## config.mk

```make
export PLATFORM = sky130hd
export DESIGN_NAME = main_digital_config_page
export DESIGN_NICKNAME = d
export VERILOG_FILES = /design/src/mdp_pkg.sv /design/src/ilv_page_mem.sv /design/src/main_digital_config_page.sv
export SDC_FILE = /design/constraint.sdc
export NUM_CORES = 1
export LEC_CHECK = 0
export BUFFER_PORTS_ARGS = -buffer_cell sky130_fd_sc_hd__buf_4
export CAP_MARGIN = 15
export CORE_MARGIN = 10
export CORE_UTILIZATION = 40
export CTS_BUF_LIST = sky130_fd_sc_hd__clkbuf_8
export CTS_CLUSTER_SIZE = 28
export DETAILED_ROUTE_END_ITERATION = 6
export GPL_ROUTABILITY_DRIVEN = 0
export PLACE_DENSITY = 0.57
export SLEW_MARGIN = 30
export SYNTH_ARGS = -nofsm -noshare
export SYNTH_HDL_FRONTEND = slang
export SYNTH_SLANG_ARGS = --single-unit
```

## constraint.sdc

```tcl
create_clock -name mclk_in -period 5.1 [get_ports mclk_in]
set_input_delay 0.51 -clock mclk_in [delete_from_list [all_inputs] [get_ports mclk_in]]
set_output_delay 0.51 -clock mclk_in [all_outputs]
set_load 0.02 [all_outputs]
```

## src/mdp_pkg.sv

```systemverilog
// Package: offsets, field positions, reset values and widths of the main digital page.
package mdp_pkg;
	localparam logic [7:0] OFF_INTERLEAVE_RESET_CTRL   = 8'h00;
	localparam logic [7:0] OFF_INPUT_BAND_INDEX        = 8'h42;
	localparam logic [7:0] OFF_BAND_INDEX_ENABLE       = 8'h4E;
	localparam logic [7:0] OFF_OVERRANGE_FLAG_ENABLE   = 8'hAB;
	localparam logic [7:0] OFF_OVERRANGE_BIT_PLACEMENT = 8'hAD;
	localparam logic [7:0] OFF_DATAPATH_SOFT_RESET     = 8'hF7;
	localparam int         ENGINE_RESET_BIT            = 0;
	localparam int         BAND_EN_BIT                 = 7;
	localparam int         OVERRANGE_FLAG_ENABLE_BIT                  = 0;
	localparam int         DP_RESET_BIT                = 0;
	localparam int         BAND_W                      = 3;
	localparam int         PLACE_W                     = 4;
	localparam int         ILV_PAGE_DEPTH              = 16;
	localparam int         ILV_ADDR_W                  = 4;
	localparam logic [7:0] REG_RESET                   = 8'h00;
	localparam logic [7:0] ILV_DEFAULT                 = 8'h00;
	localparam logic [3:0] ILV_LAST_ADDR               = 4'hF;
endpackage

```

## src/ilv_page_mem.sv

```systemverilog
// Interleaving configuration page storage with registered read data; the sweep clear is driven from the configuration page.
`timescale 1ns/1ps
module ilv_page_mem (
	input  wire logic       mclk_in,    // System clock.
	input  wire logic       rst_b_in,   // Synchronous reset, active low.
	input  wire logic       we_in,      // Write strobe.
	input  wire logic [3:0] waddr_in,   // Write address.
	input  wire logic [7:0] wdata_in,   // Write data.
	input  wire logic [3:0] raddr_in,   // Read address.
	output logic      [7:0] rdata_out   // Registered read data.
);
	logic [7:0] mem_q [mdp_pkg::ILV_PAGE_DEPTH];
	logic [7:0] rdata_q;

	always_ff @(posedge mclk_in) begin
		if (we_in) begin
			mem_q[waddr_in] <= wdata_in;
		end
		if (!rst_b_in) begin
			rdata_q <= mdp_pkg::REG_RESET;
		end else begin
			rdata_q <= mem_q[raddr_in];
		end
	end

	assign rdata_out = rdata_q;
endmodule // ilv_page_mem

```

## src/main_digital_config_page.sv

```systemverilog
// Main digital configuration page: staged registers, engine reset pulse and overrange placement.
// Notes on behaviour
// - Engine reset bit is pulsed by software writing 1 then 0; never self-clears.
// - New page settings apply only after the engine reset bit's falling edge.
// - Engine reset pulse clears every interleaving page register to its default.
// - Three-bit band index k selects band k*fs/2 to (k+1)*fs/2.
// - Band enable at bit 7; 0 disables, 1 lets the index steer the engine.
// - Overrange enable at bit 0; 1 activates the placement field.
// - Placement 0011 flag on bit 0, 1100 bit 1, 1111 both, else noise; code flags bit 0 for 0111, 1011 and bit 1 for 1101, 1110.
// - Datapath reset bit resets digital block, then clears itself.
// - Datapath reset leaves interleaving correction state untouched.
//
// Decided for this implementation: the plain strobed port.
`timescale 1ns/1ps
module main_digital_config_page (
	input  wire logic        mclk_in,        // 50 MHz system clock.
	input  wire logic        rst_b_in,       // Synchronous reset, active low.
	input  wire logic [7:0]  addr_in,        // Register address.
	input  wire logic [7:0]  wdata_in,       // Write data.
	input  wire logic        wr_in,          // Write strobe.
	input  wire logic        rd_in,          // Read strobe.
	input  wire logic        ilv_sel_in,     // 1 selects interleaving page window.
	input  wire logic [15:0] sample_in,      // Converter sample word.
	input  wire logic        ovr_flag_in,    // Overrange flag of this sample.
	output logic      [7:0]  rdata_out,      // Read data, cycle after strobe.
	output logic      [15:0] sample_out,     // Output word with flag placed.
	output logic             engine_rst_out, // Interleaving engine reset pulse.
	output logic             dp_rst_out,     // Datapath reset pulse.
	output logic      [2:0]  band_out,       // Applied band index.
	output logic             band_en_out     // Applied band selection enable.
);
	// ------------------------------------------------------------------
	// Staged (written) and applied register copies
	// ------------------------------------------------------------------
	// Software sees a write at once on readback; the engine sees it only after a commit.
	logic       eng_bit_q, eng_bit_d;
	logic [2:0] band_s_q, band_s_d, band_a_q, band_a_d;
	logic       bnen_s_q, bnen_s_d, bnen_a_q, bnen_a_d;
	logic       oven_s_q, oven_s_d, oven_a_q, oven_a_d;
	logic [3:0] plc_s_q, plc_s_d, plc_a_q, plc_a_d;
	logic       dp_q, dp_d;
	logic       eng_pulse_q, eng_pulse_d;
	logic [7:0] rdata_q, rdata_d;
	logic       ilv_rd_q, ilv_rd_d;
	logic       commit;
	logic [3:0] clr_addr_q, clr_addr_d;
	logic       clr_busy_q, clr_busy_d;

	// Main page address match; the interleaving window never hits a main page register.
	function automatic logic hit(input logic [7:0] a, input logic [7:0] off, input logic sel);
		hit = !sel && (a == off);
	endfunction

	// Commit is the falling half of the pulse: a write of 0 while the bit holds 1.
	// Writing 1 alone only stages; the engine restarts when the bit drops again.
	assign commit = eng_bit_q && wr_in && hit(addr_in, mdp_pkg::OFF_INTERLEAVE_RESET_CTRL,
		ilv_sel_in) && !wdata_in[mdp_pkg::ENGINE_RESET_BIT];

	always_comb begin
		eng_bit_d   = eng_bit_q;
		band_s_d    = band_s_q;
		bnen_s_d    = bnen_s_q;
		oven_s_d    = oven_s_q;
		plc_s_d     = plc_s_q;
		dp_d        = 1'b0; // Self-clears one cycle after the write.
		eng_pulse_d = commit;
		if (wr_in && !ilv_sel_in) begin
			case (addr_in)
				mdp_pkg::OFF_INTERLEAVE_RESET_CTRL: begin
					eng_bit_d = wdata_in[mdp_pkg::ENGINE_RESET_BIT];
				end
				mdp_pkg::OFF_INPUT_BAND_INDEX: begin
					band_s_d = wdata_in[2:0];
				end
				mdp_pkg::OFF_BAND_INDEX_ENABLE: begin
					bnen_s_d = wdata_in[mdp_pkg::BAND_EN_BIT];
				end
				mdp_pkg::OFF_OVERRANGE_FLAG_ENABLE: begin
					oven_s_d = wdata_in[mdp_pkg::OVERRANGE_FLAG_ENABLE_BIT];
				end
				mdp_pkg::OFF_OVERRANGE_BIT_PLACEMENT: begin
					plc_s_d = wdata_in[3:0];
				end
				mdp_pkg::OFF_DATAPATH_SOFT_RESET: begin
					dp_d = wdata_in[mdp_pkg::DP_RESET_BIT];
				end
				default: begin
				end
			endcase
		end
	end

	// Applied copies take the staged values only on the commit pulse.
	always_comb begin
		band_a_d = band_a_q;
		bnen_a_d = bnen_a_q;
		oven_a_d = oven_a_q;
		plc_a_d  = plc_a_q;
		if (commit) begin
			band_a_d = band_s_q;
			bnen_a_d = bnen_s_q;
			oven_a_d = oven_s_q;
			plc_a_d  = plc_s_q;
		end
	end

	// ------------------------------------------------------------------
	// Interleaving page: software window and sweep clear
	// ------------------------------------------------------------------
	// The clear sweeps one word per cycle; software writes during it are dropped.
	// A commit during a sweep restarts it from word zero.
	logic       mem_we;
	logic [3:0] mem_waddr;
	logic [7:0] mem_wdata;
	logic [7:0] mem_rdata;

	always_comb begin
		clr_busy_d = clr_busy_q;
		clr_addr_d = clr_addr_q;
		if (commit) begin
			clr_busy_d = 1'b1;
			clr_addr_d = 4'h0;
		end else if (clr_busy_q) begin
			clr_addr_d = clr_addr_q + 4'h1;
			if (clr_addr_q == mdp_pkg::ILV_LAST_ADDR) begin
				clr_busy_d = 1'b0;
			end
		end
		mem_we    = clr_busy_q || (wr_in && ilv_sel_in);
		mem_waddr = clr_busy_q ? clr_addr_q : addr_in[3:0];
		mem_wdata = clr_busy_q ? mdp_pkg::ILV_DEFAULT : wdata_in;
	end

	ilv_page_mem u_ilv (
		.mclk_in   (mclk_in),
		.rst_b_in  (rst_b_in),
		.we_in     (mem_we),
		.waddr_in  (mem_waddr),
		.wdata_in  (mem_wdata),
		.raddr_in  (addr_in[3:0]),
		.rdata_out (mem_rdata)
	);

	// ------------------------------------------------------------------
	// Read path
	// ------------------------------------------------------------------
	// Main page reads show the staged copies, so software can check a setting before
	// it commits it. Unused bits always read as zero.
	always_comb begin
		rdata_d  = 8'h00;
		ilv_rd_d = rd_in && ilv_sel_in;
		if (rd_in && !ilv_sel_in) begin
			case (addr_in)
				mdp_pkg::OFF_INTERLEAVE_RESET_CTRL:   rdata_d = {7'h00, eng_bit_q};
				mdp_pkg::OFF_INPUT_BAND_INDEX:        rdata_d = {5'h00, band_s_q};
				mdp_pkg::OFF_BAND_INDEX_ENABLE:       rdata_d = {bnen_s_q, 7'h00};
				mdp_pkg::OFF_OVERRANGE_FLAG_ENABLE:   rdata_d = {7'h00, oven_s_q};
				mdp_pkg::OFF_OVERRANGE_BIT_PLACEMENT: rdata_d = {4'h0, plc_s_q};
				mdp_pkg::OFF_DATAPATH_SOFT_RESET:     rdata_d = {7'h00, dp_q};
				default:                              rdata_d = 8'h00;
			endcase
		end
	end

	// ------------------------------------------------------------------
	// Overrange placement on the output word
	// ------------------------------------------------------------------
	logic [15:0] samp_d, samp_q;
	logic [1:0]  lane_on;

	// Each lane owns a pair of placement bits; a half-set pair leaves the sample bit alone.
	// An all-zero placement passes the converter's low bits, which then carry noise.
	for (genvar g = 0; g < 2; g++) begin : g_lane
		assign lane_on[g] = oven_a_q && (plc_a_q[2 * g + 1 -: 2] == 2'h3);
	end

	always_comb begin
		samp_d = sample_in;
		for (int b = 0; b < 2; b++) begin
			if (lane_on[b]) begin
				samp_d[b] = ovr_flag_in;
			end
		end
		if (dp_q) begin
			samp_d = 16'h0000; // Datapath reset flushes the word only.
		end
	end

	always_ff @(posedge mclk_in) begin
		if (!rst_b_in) begin
			eng_bit_q   <= 1'b0;
			band_s_q    <= 3'h0;
			bnen_s_q    <= 1'b0;
			oven_s_q    <= 1'b0;
			plc_s_q     <= 4'h0;
			band_a_q    <= 3'h0;
			bnen_a_q    <= 1'b0;
			oven_a_q    <= 1'b0;
			plc_a_q     <= 4'h0;
			dp_q        <= 1'b0;
			eng_pulse_q <= 1'b0;
			rdata_q     <= 8'h00;
			ilv_rd_q    <= 1'b0;
			clr_addr_q  <= 4'h0;
			clr_busy_q  <= 1'b0;
			samp_q      <= 16'h0000;
		end else begin
			eng_bit_q   <= eng_bit_d;
			band_s_q    <= band_s_d;
			bnen_s_q    <= bnen_s_d;
			oven_s_q    <= oven_s_d;
			plc_s_q     <= plc_s_d;
			band_a_q    <= band_a_d;
			bnen_a_q    <= bnen_a_d;
			oven_a_q    <= oven_a_d;
			plc_a_q     <= plc_a_d;
			dp_q        <= dp_d;
			eng_pulse_q <= eng_pulse_d;
			rdata_q     <= rdata_d;
			ilv_rd_q    <= ilv_rd_d;
			clr_addr_q  <= clr_addr_d;
			clr_busy_q  <= clr_busy_d;
			samp_q      <= samp_d;
		end
	end

	// The memory read register is muxed after the flop; both sources are registered.
	// A further output register would cost a cycle of read latency that the bus cannot give.
	assign rdata_out      = ilv_rd_q ? mem_rdata : rdata_q;
	assign sample_out     = samp_q;
	assign engine_rst_out = eng_pulse_q;
	assign dp_rst_out     = dp_q;
	assign band_out       = band_a_q;
	assign band_en_out    = bnen_a_q;

	// ------------------------------------------------------------------
	// Checks
	// ------------------------------------------------------------------
	chk_commit_pulse: assert property (@(posedge mclk_in) disable iff (!rst_b_in)
		commit |=> engine_rst_out ##1 !engine_rst_out)
		else $error("engine reset pulse missing");
	chk_pulse_source: assert property (@(posedge mclk_in) disable iff (!rst_b_in)
		engine_rst_out |-> $past(commit))
		else $error("engine reset pulse without a commit");
	chk_engine_bit_sticky: assert property (@(posedge mclk_in) disable iff (!rst_b_in)
		eng_bit_q && !(wr_in && !ilv_sel_in && addr_in == 8'h00) |=> eng_bit_q)
		else $error("engine reset bit cleared itself");

	chk_hold_applied: assert property (@(posedge mclk_in) disable iff (!rst_b_in)
		!commit |=> $stable(band_a_q) && $stable(plc_a_q) && $stable(oven_a_q)
		&& $stable(bnen_a_q))
		else $error("setting applied without pulse");
	chk_apply_on_pulse: assert property (@(posedge mclk_in) disable iff (!rst_b_in)
		commit |=> band_out == $past(band_s_q) && band_en_out == $past(bnen_s_q))
		else $error("setting not applied on pulse");
	chk_ovr_apply: assert property (@(posedge mclk_in) disable iff (!rst_b_in)
		commit |=> oven_a_q == $past(oven_s_q) && plc_a_q == $past(plc_s_q))
		else $error("overrange setting not applied on pulse");

	chk_clear_start: assert property (@(posedge mclk_in) disable iff (!rst_b_in)
		commit |=> clr_busy_q && clr_addr_q == 4'h0)
		else $error("interleaving page clear did not start");
	chk_clear_step: assert property (@(posedge mclk_in) disable iff (!rst_b_in)
		clr_busy_q && !commit && clr_addr_q != mdp_pkg::ILV_LAST_ADDR
		|=> clr_busy_q && clr_addr_q == $past(clr_addr_q) + 4'h1)
		else $error("interleaving page clear skipped a word");
	chk_clear_sweep: assert property (@(posedge mclk_in) disable iff (!rst_b_in)
		clr_busy_q && !commit && clr_addr_q == mdp_pkg::ILV_LAST_ADDR |=> !clr_busy_q)
		else $error("interleaving page clear wrong length");

	chk_flag_bit0: assert property (@(posedge mclk_in) disable iff (!rst_b_in)
		oven_a_q && plc_a_q[1:0] == 2'h3 && !dp_q |=> sample_out[0] == $past(ovr_flag_in))
		else $error("flag not on bit 0");
	chk_flag_bit1: assert property (@(posedge mclk_in) disable iff (!rst_b_in)
		oven_a_q && plc_a_q[3:2] == 2'h3 && !dp_q |=> sample_out[1] == $past(ovr_flag_in))
		else $error("flag not on bit 1");
	chk_flag_off: assert property (@(posedge mclk_in) disable iff (!rst_b_in)
		!oven_a_q && !dp_q |=> sample_out == $past(sample_in))
		else $error("word altered while overrange disabled");

	chk_dp_self_clear: assert property (@(posedge mclk_in) disable iff (!rst_b_in)
		dp_rst_out && !(wr_in && !ilv_sel_in && addr_in == mdp_pkg::OFF_DATAPATH_SOFT_RESET)
		|=> !dp_rst_out)
		else $error("datapath reset did not clear");
	chk_dp_flush: assert property (@(posedge mclk_in) disable iff (!rst_b_in)
		dp_q |=> sample_out == 16'h0000)
		else $error("datapath reset did not flush the word");
	chk_dp_keeps_ilv: assert property (@(posedge mclk_in) disable iff (!rst_b_in)
		dp_q && !commit |=> $stable(band_a_q) && !engine_rst_out)
		else $error("datapath reset touched interleaving");

	chk_unused_zero: assert property (@(posedge mclk_in) disable iff (!rst_b_in)
		rd_in && !ilv_sel_in && addr_in == mdp_pkg::OFF_INPUT_BAND_INDEX
		|=> rdata_out[7:3] == 5'h00)
		else $error("unused band index bits read back");

	// ------------------------------------------------------------------
	// Cover points
	// ------------------------------------------------------------------
	cov_commit: cover property (@(posedge mclk_in) commit);
	cov_dp: cover property (@(posedge mclk_in) dp_rst_out);
	cov_both_bits: cover property (@(posedge mclk_in) oven_a_q && plc_a_q == 4'hF);
	cov_band_enabled: cover property (@(posedge mclk_in) commit && bnen_s_q);
	cov_ilv_read: cover property (@(posedge mclk_in) ilv_rd_q && !clr_busy_q);
endmodule // main_digital_config_page

```

# Word level (Yosys, flattened, before mapping)
# Memory sizes are Yosys's and may differ from the RTL's. A register that Yosys moved wholly into a read port is not among the register bits.
# Cells that the tools add are included.
[totals]
regBits = 51
mem_bits_rw = 128
input_bits = 38
out_inout_bits = 30
elab_cells = 62
memories = 1
[mem_list]
columns = ["memory", "words", "width", "rd", "rd_ports_with_merged_regs", "write_ports", "line", "rtl"]
rows = [
  ["u_ilv.mem_q", 16, 8, 1, 1, 1, "ilv_page_mem.sv:12", "logic [7:0] mem_q [mdp_pkg::ILV_PAGE_DEPTH];"],
]
[classes]
add_sub_neg = 1
eq_ne = 8
mux = 11
bitwise = 1
reduce_logical = 24
[ops]
columns = ["op", "count"]
rows = [
  ["$pmux W8 S6", 1],
  ["$eq A8 B8 Y1 const B", 3],
  ["$eq A8 B7 Y1 const B", 2],
  ["$mux W8", 2],
  ["$reduce_and A2 Y1", 6],
  ["$logic_and A1 B1 Y1", 10],
  ["$logic_not A8 Y1", 1],
  ["$mux W1", 7],
  ["$add A4 B1 Y4 const B", 1],
  ["$eq A2 B2 Y1 const B", 2],
  ["$eq A4 B4 Y1 const B", 1],
  ["$mux W4", 1],
  ["$reduce_or A2 Y1", 2],
  ["$logic_not A1 Y1", 3],
  ["$reduce_and A3 Y1", 1],
  ["$logic_or A1 B1 Y1", 1],
  ["$not A1 Y1", 1],
]

# Depth between registers and ports, before layout
# Gate-level depths: netlist of the first run.
[depth]
word_depth = 5
mapped_depth = 6
mapped_depth_nobuf = 4

# Cells and area by module
# From an unflattened synthesis of the first run, not the netlist that was laid out.
[hier_totals]
hier_cells = 434
area_unflattened_um2 = 7120.6
[modules_own_cells]
columns = ["module", "n_inst", "cells_each", "area_per_inst_um2", "seq_area_each_um2"]
rows = [
  ["ilv_page_mem", 1, 237, 5180.0, 4003.8],
  ["main_digital_config_page", 1, 197, 1940.6, 960.9],
]

# Worst setup path after synthesis of the first run
# No wires, ideal clock.
[synth_timing]
kind = "input port to flip-flop"
start = "input addr_in[1]"
end = "memory u_ilv.mem_q[15][0] (enable)"
t_arrival_ns = 1.733
t_required_ns = 4.730
slack_ns = 2.997
path_stages = 5
path_buffers = 2
path_cell_list = "buf_2 buf_1 nor2b_1 a32oi_1 nor2_1"
[synth_via]
elab_chain_cells = 1
[synth_lines]
columns = ["item", "line", "rtl"]
rows = [
  ["start, declared", "main_digital_config_page.sv:18", "input wire logic [7:0] addr_in,"],
  ["$mux W4", "main_digital_config_page.sv:130", "mem_waddr = clr_busy_q ? clr_addr_q : addr_in[3:0];"],
  ["end, declared", "ilv_page_mem.sv:12", ""],
]
# Every way passes these cells.

# Worst setup path after layout of the first run
[layout_timing]
start = "register clr_busy_q"
end = "memory u_ilv.mem_q[12][4] (enable)"
[layout_via]
elab_chain_cells = 3
word_cells_on_any_way = 4
classes_between = "mux (3); reduce/logical (1)"
[layout_lines]
columns = ["item", "line", "rtl"]
rows = [
  ["start, declared", "main_digital_config_page.sv:47", "logic clr_busy_q, clr_busy_d;"],
  ["start signal, assigned", "main_digital_config_page.sv:222", "clr_busy_q <= clr_busy_d;"],
  ["$logic_or A1 B1 Y1", "main_digital_config_page.sv:129", "mem_we = clr_busy_q || (wr_in && ilv_sel_in);"],
  ["$mux W1", "ilv_page_mem.sv:16", "if (we_in) begin"],
  ["$mux W1 (not written as such)", "ilv_page_mem.sv:17", "mem_q[waddr_in] <= wdata_in;"],
]
# Several ways; a longest one is shown, not always the timed one.

==> run metrics, run 1 <==
slack of the worst reg-to-reg path 2.89 ns; setup_tns 0 ns; CP max FO 25; CTS buffer count 17; synthesized cell area 7120 sq um; clk_lat worst skew 0.45 ns; ys flop type edfxtp_1; # clock sinks 184; first-pass iteration count of the detailed router 5; Die Width 153 microns; most frequent cells after synthesis 128 x edfxtp_1, 56 x dfxtp_1, 32 x mux4_2; first-pass GRT wire length 24.1 mm; slew at the pin closest to its max-slew limit 0.937 ns; Mapped Nets 474; RSZ-0062 raised after global routing false; Worst Skew 0.00741 ns; aggregate routed wire length 15.5 mm; Avg Vias per Cell 5.31; residual DRC count 0; area delta synth->final 15.3%; minimum clock period 2.21 ns; final setup fails 0; die area 23500 sq um; f_max 453 MHz; Syn Inst Count 435; H-tree levels 4; root buf cell clkbuf_8; hold_buf cts 0; Setup crit end kind register; post-DP HPWL 10.3 mm; worst IR drop on VDD 149 uV; Seq cells post-synth 184; Post-synth EDFFs 128; DIE HEIGHT 153 microns; CTS clock-pin slew for the worst setup and hold paths 0.09 ns; Yosys warning total 0; initial antenna violation count 0; largest net degree at the start of global routing 42; Max Transition Viols Final 0; layout cells sized above 1 28.6%; area occupied by multi-input gates 2070 sq um; Row Count 48; grt total ovfl 0; leak pwr 0.00287 uW; Clock Tree Buf Depth 2; ANT cells 0; IO Count 68; Slew Limit Headroom 37.3%; fillers 1479; crit share post-route 43.3%; Vias 3924; top-count cell post-synth edfxtp_1; Mean Syn Cell Area 16.4 sq um; area share of the largest cell type after synthesis 54.0%; ys async rst share 0%; CP required 5.18 ns; vias in the first global route 4055; Buffers on Ports 67; Hold Fails Final Rpt 0; result of the run finished clean; power per standard cell area 330 nW/um^2; leading area contributor after synthesis edfxtp_1; GRT Overall Usage 13.4%; DR WL/cell 20.9 microns; critical path data arrival time 2.28 ns; type of the worst min-delay path in -> reg; final core occ 47.3%; core footprint 17400 sq um; antenna violation net count after detailed routing 0; Yosys cell types 47; CP Launch Type register; post-cts resize count 0; class of the most critical setup path reg -> reg; FF+latch area 4970 sq um; Initial Util 41.0%; register area share after synthesis 69.7%; CTS tree built; Post-layout nets 541; maxcap violations 0; Starting DRT DRC Count 323; Synth area leaders edfxtp_1 54%, dfxtp_1 16%, mux4_2 10%, mux2i_1 3.7%, and2_1 1.9%; postcts setup bufs 0
[layer usage]
metal  global-route usage, %  part of all wire (%)  up-vias
met5                       0                     0        -
met2                    21.2                    50       98
met4                    3.87                   1.2        0
met3                    3.68                   4.6       14
met1                    17.6                    45     2004
li1                        -                     -     1808
[path summary, 6_finish.rpt]
| check | startpoint | endpoint | cells past startpoint |
|---|---|---|---|
| max | clr_busy_q | u_ilv.mem_q[12][4] | 4 |
| min | sample_in[7] | sample_out[7] | 2 |
| max reg2reg | clr_busy_q | u_ilv.mem_q[12][4] | 4 |
| min reg2reg | plc_s_q[3] | plc_s_q[3] | 2 |
[cell type report]
| type | instances | share of cell area [%] |
|---|---|---|
| clock buffers | 17 | 2.85 |
| clock inverters | 14 | 1.61 |
| inverters | 4 | 0.183 |
| multi-input cells | 226 | 25.2 |
| flip-flops and latches | 184 | 60.5 |
| well taps | 225 | 3.43 |
| repair buffers | 69 | 6.31 |
[where the power goes]
part	internal (uW)	leakage, uW	total [uW]	switching [uW]
combinational	74.5	0.00107	175	100
clock	427	0.000182	920	494
sequential	1610	0.00161	1620	5.30
[worst max-delay path, stage by stage (launching register included)]
cell and delay (ns):
dfxtp_2 0.70, nand2_1 0.11, o21ai_0 0.13, nand2_1 0.15, nor2_1 0.73
[placed cells by master, fill, tap and decap left out, drive strengths merged, types with 6 or more instances in the layout]
cell type and count:
edfxtp 128, buf 69, dfxtp 56, mux4 32
mux2i 26, nor2 24, and2 23, nor2b 19
nand2 17, clkbuf 17, nand3 9, a22o 9
o22ai 8, clkinv 8, mux2 6, and3 6
inv 6
[metrics by stage]
step / setup slack [ns] / std cells / total power (uW) / hold WS, ns / area [sq um]
3_5_place_dp: 2.49 / 708 / 1830 / 0.469 / 7840
3_3_place_gp: 2.51 / 708 / 1830 / 0.465 / 7820
4_1_cts: 2.45 / 739 / 2740 / 0.230 / 8210
5_1_grt: 2.69 / 739 / 2820 / 0.221 / 8210
6_report: 2.89 / 739 / 2710 / 0.258 / 8210
2_1_floorplan: 3.00 / 435 / 1750 / 0.443 / 7120
[kinds of logic after synthesis]
logic type               synth area share, %
buffers and inverters                   1.60
AND/OR/NAND/NOR                         9.27
multiplexers                            14.7
AO/OA/AOI/OAI                           4.16
XOR/XNOR                               0.369
adder cells (fa/ha/maj)                0.176
flip-flops                              69.7
[sequential cells by signal, summed over array words and instances, names as in the netlist, 3 cells and up]
signal	flops
band_s_q	3
plc_a_q	4
band_out	3
rdata_q	5
plc_s_q	4
u_ilv.mem_q	128
sample_out	16
clr_addr_q	4
u_ilv.rdata_out	8
Power figures use the tool's default switching activity.
==> run 2, diff against run 1 <==
--- a/config.mk
+++ b/config.mk
@@ -13,7 +13,7 @@
 export CTS_CLUSTER_SIZE = 28
 export DETAILED_ROUTE_END_ITERATION = 6
 export GPL_ROUTABILITY_DRIVEN = 0
-export PLACE_DENSITY = 0.57
+export PLACE_DENSITY = 0.59
 export SLEW_MARGIN = 30
 export SYNTH_ARGS = -nofsm -noshare
 export SYNTH_HDL_FRONTEND = slang
==> constraint.sdc (replaced) <==
create_clock -name mclk_in -period 1.85 [get_ports mclk_in]
set_input_delay 0.185 -clock mclk_in [delete_from_list [all_inputs] [get_ports mclk_in]]
set_output_delay 0.185 -clock mclk_in [all_outputs]
set_load 0.02 [all_outputs]
==> run metrics, run 2 (same netlist as run 1, synthesis figures left out) <==
result of the run finished clean (unchanged); Biggest register u_ilv.mem_q (unchanged); GRT Overall Usage 13.7% (was 13.4%); Total Power 7640 uW (was 2710 uW); critical path data arrival time 1.91 ns (was 2.28 ns); antenna violation net count after detailed routing 0 (unchanged); Vias 4113 (was 3924); Avg Vias per Cell 5.13 (was 5.31); layout cells sized above 1 32.8% (was 28.6%); DP Cell Count 745 (was 708); # clock sinks 184 (unchanged); post-DP HPWL 11.2 mm (was 10.3 mm); CP max FO 12 (was 25); postcts setup bufs 0 (unchanged); FF-to-FF path depth 6 (was 4); Hold Fails Final Rpt 0 (unchanged); type of the worst min-delay path in -> reg (unchanged); die area 23500 sq um (unchanged); setup_tns 0 ns (unchanged); Initial Util 41.0% (unchanged); r2r endpoint u_ilv.mem_q[12][1] (was u_ilv.mem_q[12][4]); slew at the pin closest to its max-slew limit 0.688 ns (was 0.937 ns); core footprint 17400 sq um (unchanged); CTS buffer count 17 (unchanged); Largest register FFs 128 (unchanged); initial antenna violation count 0 (unchanged); DR WL/cell 20.3 microns (was 20.9 microns); CP required 2.03 ns (was 5.18 ns); IO Count 68 (unchanged); Row Count 48 (unchanged); Hold Slack 0.0552 ns (was 0.258 ns); most frequent cells in the layout 128 x edfxtp_1, 103 x buf_4, 56 x dfxtp_1 (was 128 x edfxtp_1, 69 x buf_4, 55 x dfxtp_1); largest net degree at the start of global routing 37 (was 42); Slew Limit Headroom 53.9% (was 37.3%); H-tree levels 4 (unchanged); Min-Delay Endpoint plc_s_q[0] (was sample_out[7]); Layout Cells excl Fill 801 (was 739); critical hold path startpoint wdata_in[0] (was sample_in[7]); crit share post-route 93.7% (was 43.3%); CTS tree built (unchanged); first-pass GRT wire length 24.6 mm (was 24.1 mm); leak pwr 0.00320 uW (was 0.00287 uW); f_max 577 MHz (was 453 MHz); fillers 1409 (was 1479); Setup crit end kind register (unchanged); Worst Skew 0.0105 ns (was 0.00741 ns); Buffers on Ports 67 (unchanged); class of the most critical setup path reg -> reg (unchanged); Post-layout nets 602 (was 541); grt total ovfl 0 (unchanged); Max Transition Viols Final 0 (unchanged); slack of the worst reg-to-reg path 0.12 ns (was 2.89 ns); CTS clock-pin slew for the worst setup and hold paths 0.09 ns (about the same); CP Launch Type register (unchanged); first-pass iteration count of the detailed router 4 (was 5); Starting DRT DRC Count 287 (was 323); power per standard cell area 867 nW/um^2 (was 330 nW/um^2); aggregate routed wire length 16.2 mm (was 15.5 mm); commonest non-fill, non-tap cell in the layout edfxtp_1 (unchanged); RSZ-0062 raised after global routing false (unchanged); ANT cells 0 (unchanged); final setup fails 0 (unchanged); clk_lat worst skew 0.46 ns (was 0.45 ns); Worst Hold Path Cells 3 (was 2); DIE HEIGHT 153 microns (unchanged); Die Width 153 microns (unchanged); area delta synth->final 23.7% (was 15.3%); minimum clock period 1.73 ns (was 2.21 ns); Clock Tree Buf Depth 2 (unchanged); vias in the first global route 4253 (was 4055); worst IR drop on VDD 408 uV (was 149 uV); RR Startpoint clr_busy_q (unchanged); residual DRC count 0 (unchanged); maxcap violations 0 (unchanged); root buf cell clkbuf_8 (unchanged)
[run 2: report_power, final]
part / switching [uW] / internal, uW / leakage [uW]
combinational: 288 / 265 / 0.00139
sequential: 14.9 / 4450 / 0.00161
clock: 1420 / 1200 / 0.000200
total: 1720 / 5920 / 0.00320
[run 2: worst max-delay path, stage by stage, from the launching register on]
cell and delay, ns:
dfxtp_1 0.33, buf_4 0.17, nand2b_1 0.15, o21ai_1 0.21, nand2_2 0.16, nor2_2 0.22, buf_4 0.20
[run 2: layout make-up]
class	count	area, sq um	area share (%)
Timing Repair Buffer	130	1070	12.2
Clock buffer	17	234	2.66
Sequential cell	184	4960	56.4
Tap cell	225	282	3.20
Inverter	4	15.0	0.170
Multi-Input combinational cell	226	2090	23.7
Clock inverter	15	153	1.73
[run 2: per-layer routing]
| metal | up-vias | GRT usage, % | wire length (microns) |
|---|---|---|---|
| met3 | 18 | 4.07 | 754 |
| met4 | 0 | 5.17 | 284 |
| met5 | - | 0 | 0 |
| met2 | 86 | 22.8 | 8360 |
| met1 | 2079 | 16.3 | 6830 |
| li1 | 1930 | - | - |
[run 2: per-stage QoR]
step | setup WS (ns) | instance area, sq um | util [%]
2_1_floorplan | 0.000244 | 7120 | -
3_3_place_gp | -0.00917 | 8140 | 46.9
3_5_place_dp | 0.0125 | 8140 | 46.9
4_1_cts | -0.0185 | 8770 | 50.5
5_1_grt | 0.0354 | 8810 | 50.7
6_report | 0.117 | 8810 | 50.7
[run 2: worst max-delay path by stage]
stage,from,endpoint,slack [ns],cells past startpoint
after floorplan,clr_busy_q,u_ilv.mem_q[6][0],0.0002,4
after global placement,clr_busy_q,u_ilv.mem_q[14][7],-0.009,6
final,clr_busy_q,u_ilv.mem_q[12][1],0.12,6
after detailed placement,clr_busy_q,u_ilv.mem_q[15][3],0.01,6
after CTS,clr_busy_q,u_ilv.mem_q[15][1],-0.02,6
after global routing,clr_busy_q,u_ilv.mem_q[12][1],0.04,6
[run 2: timing repair]
action	4_1_cts	5_1_grt
resized for setup	0	8
hold buffers	24	0
endpoints found under the hold margin	22	0
setup endpoints to repair	12	32
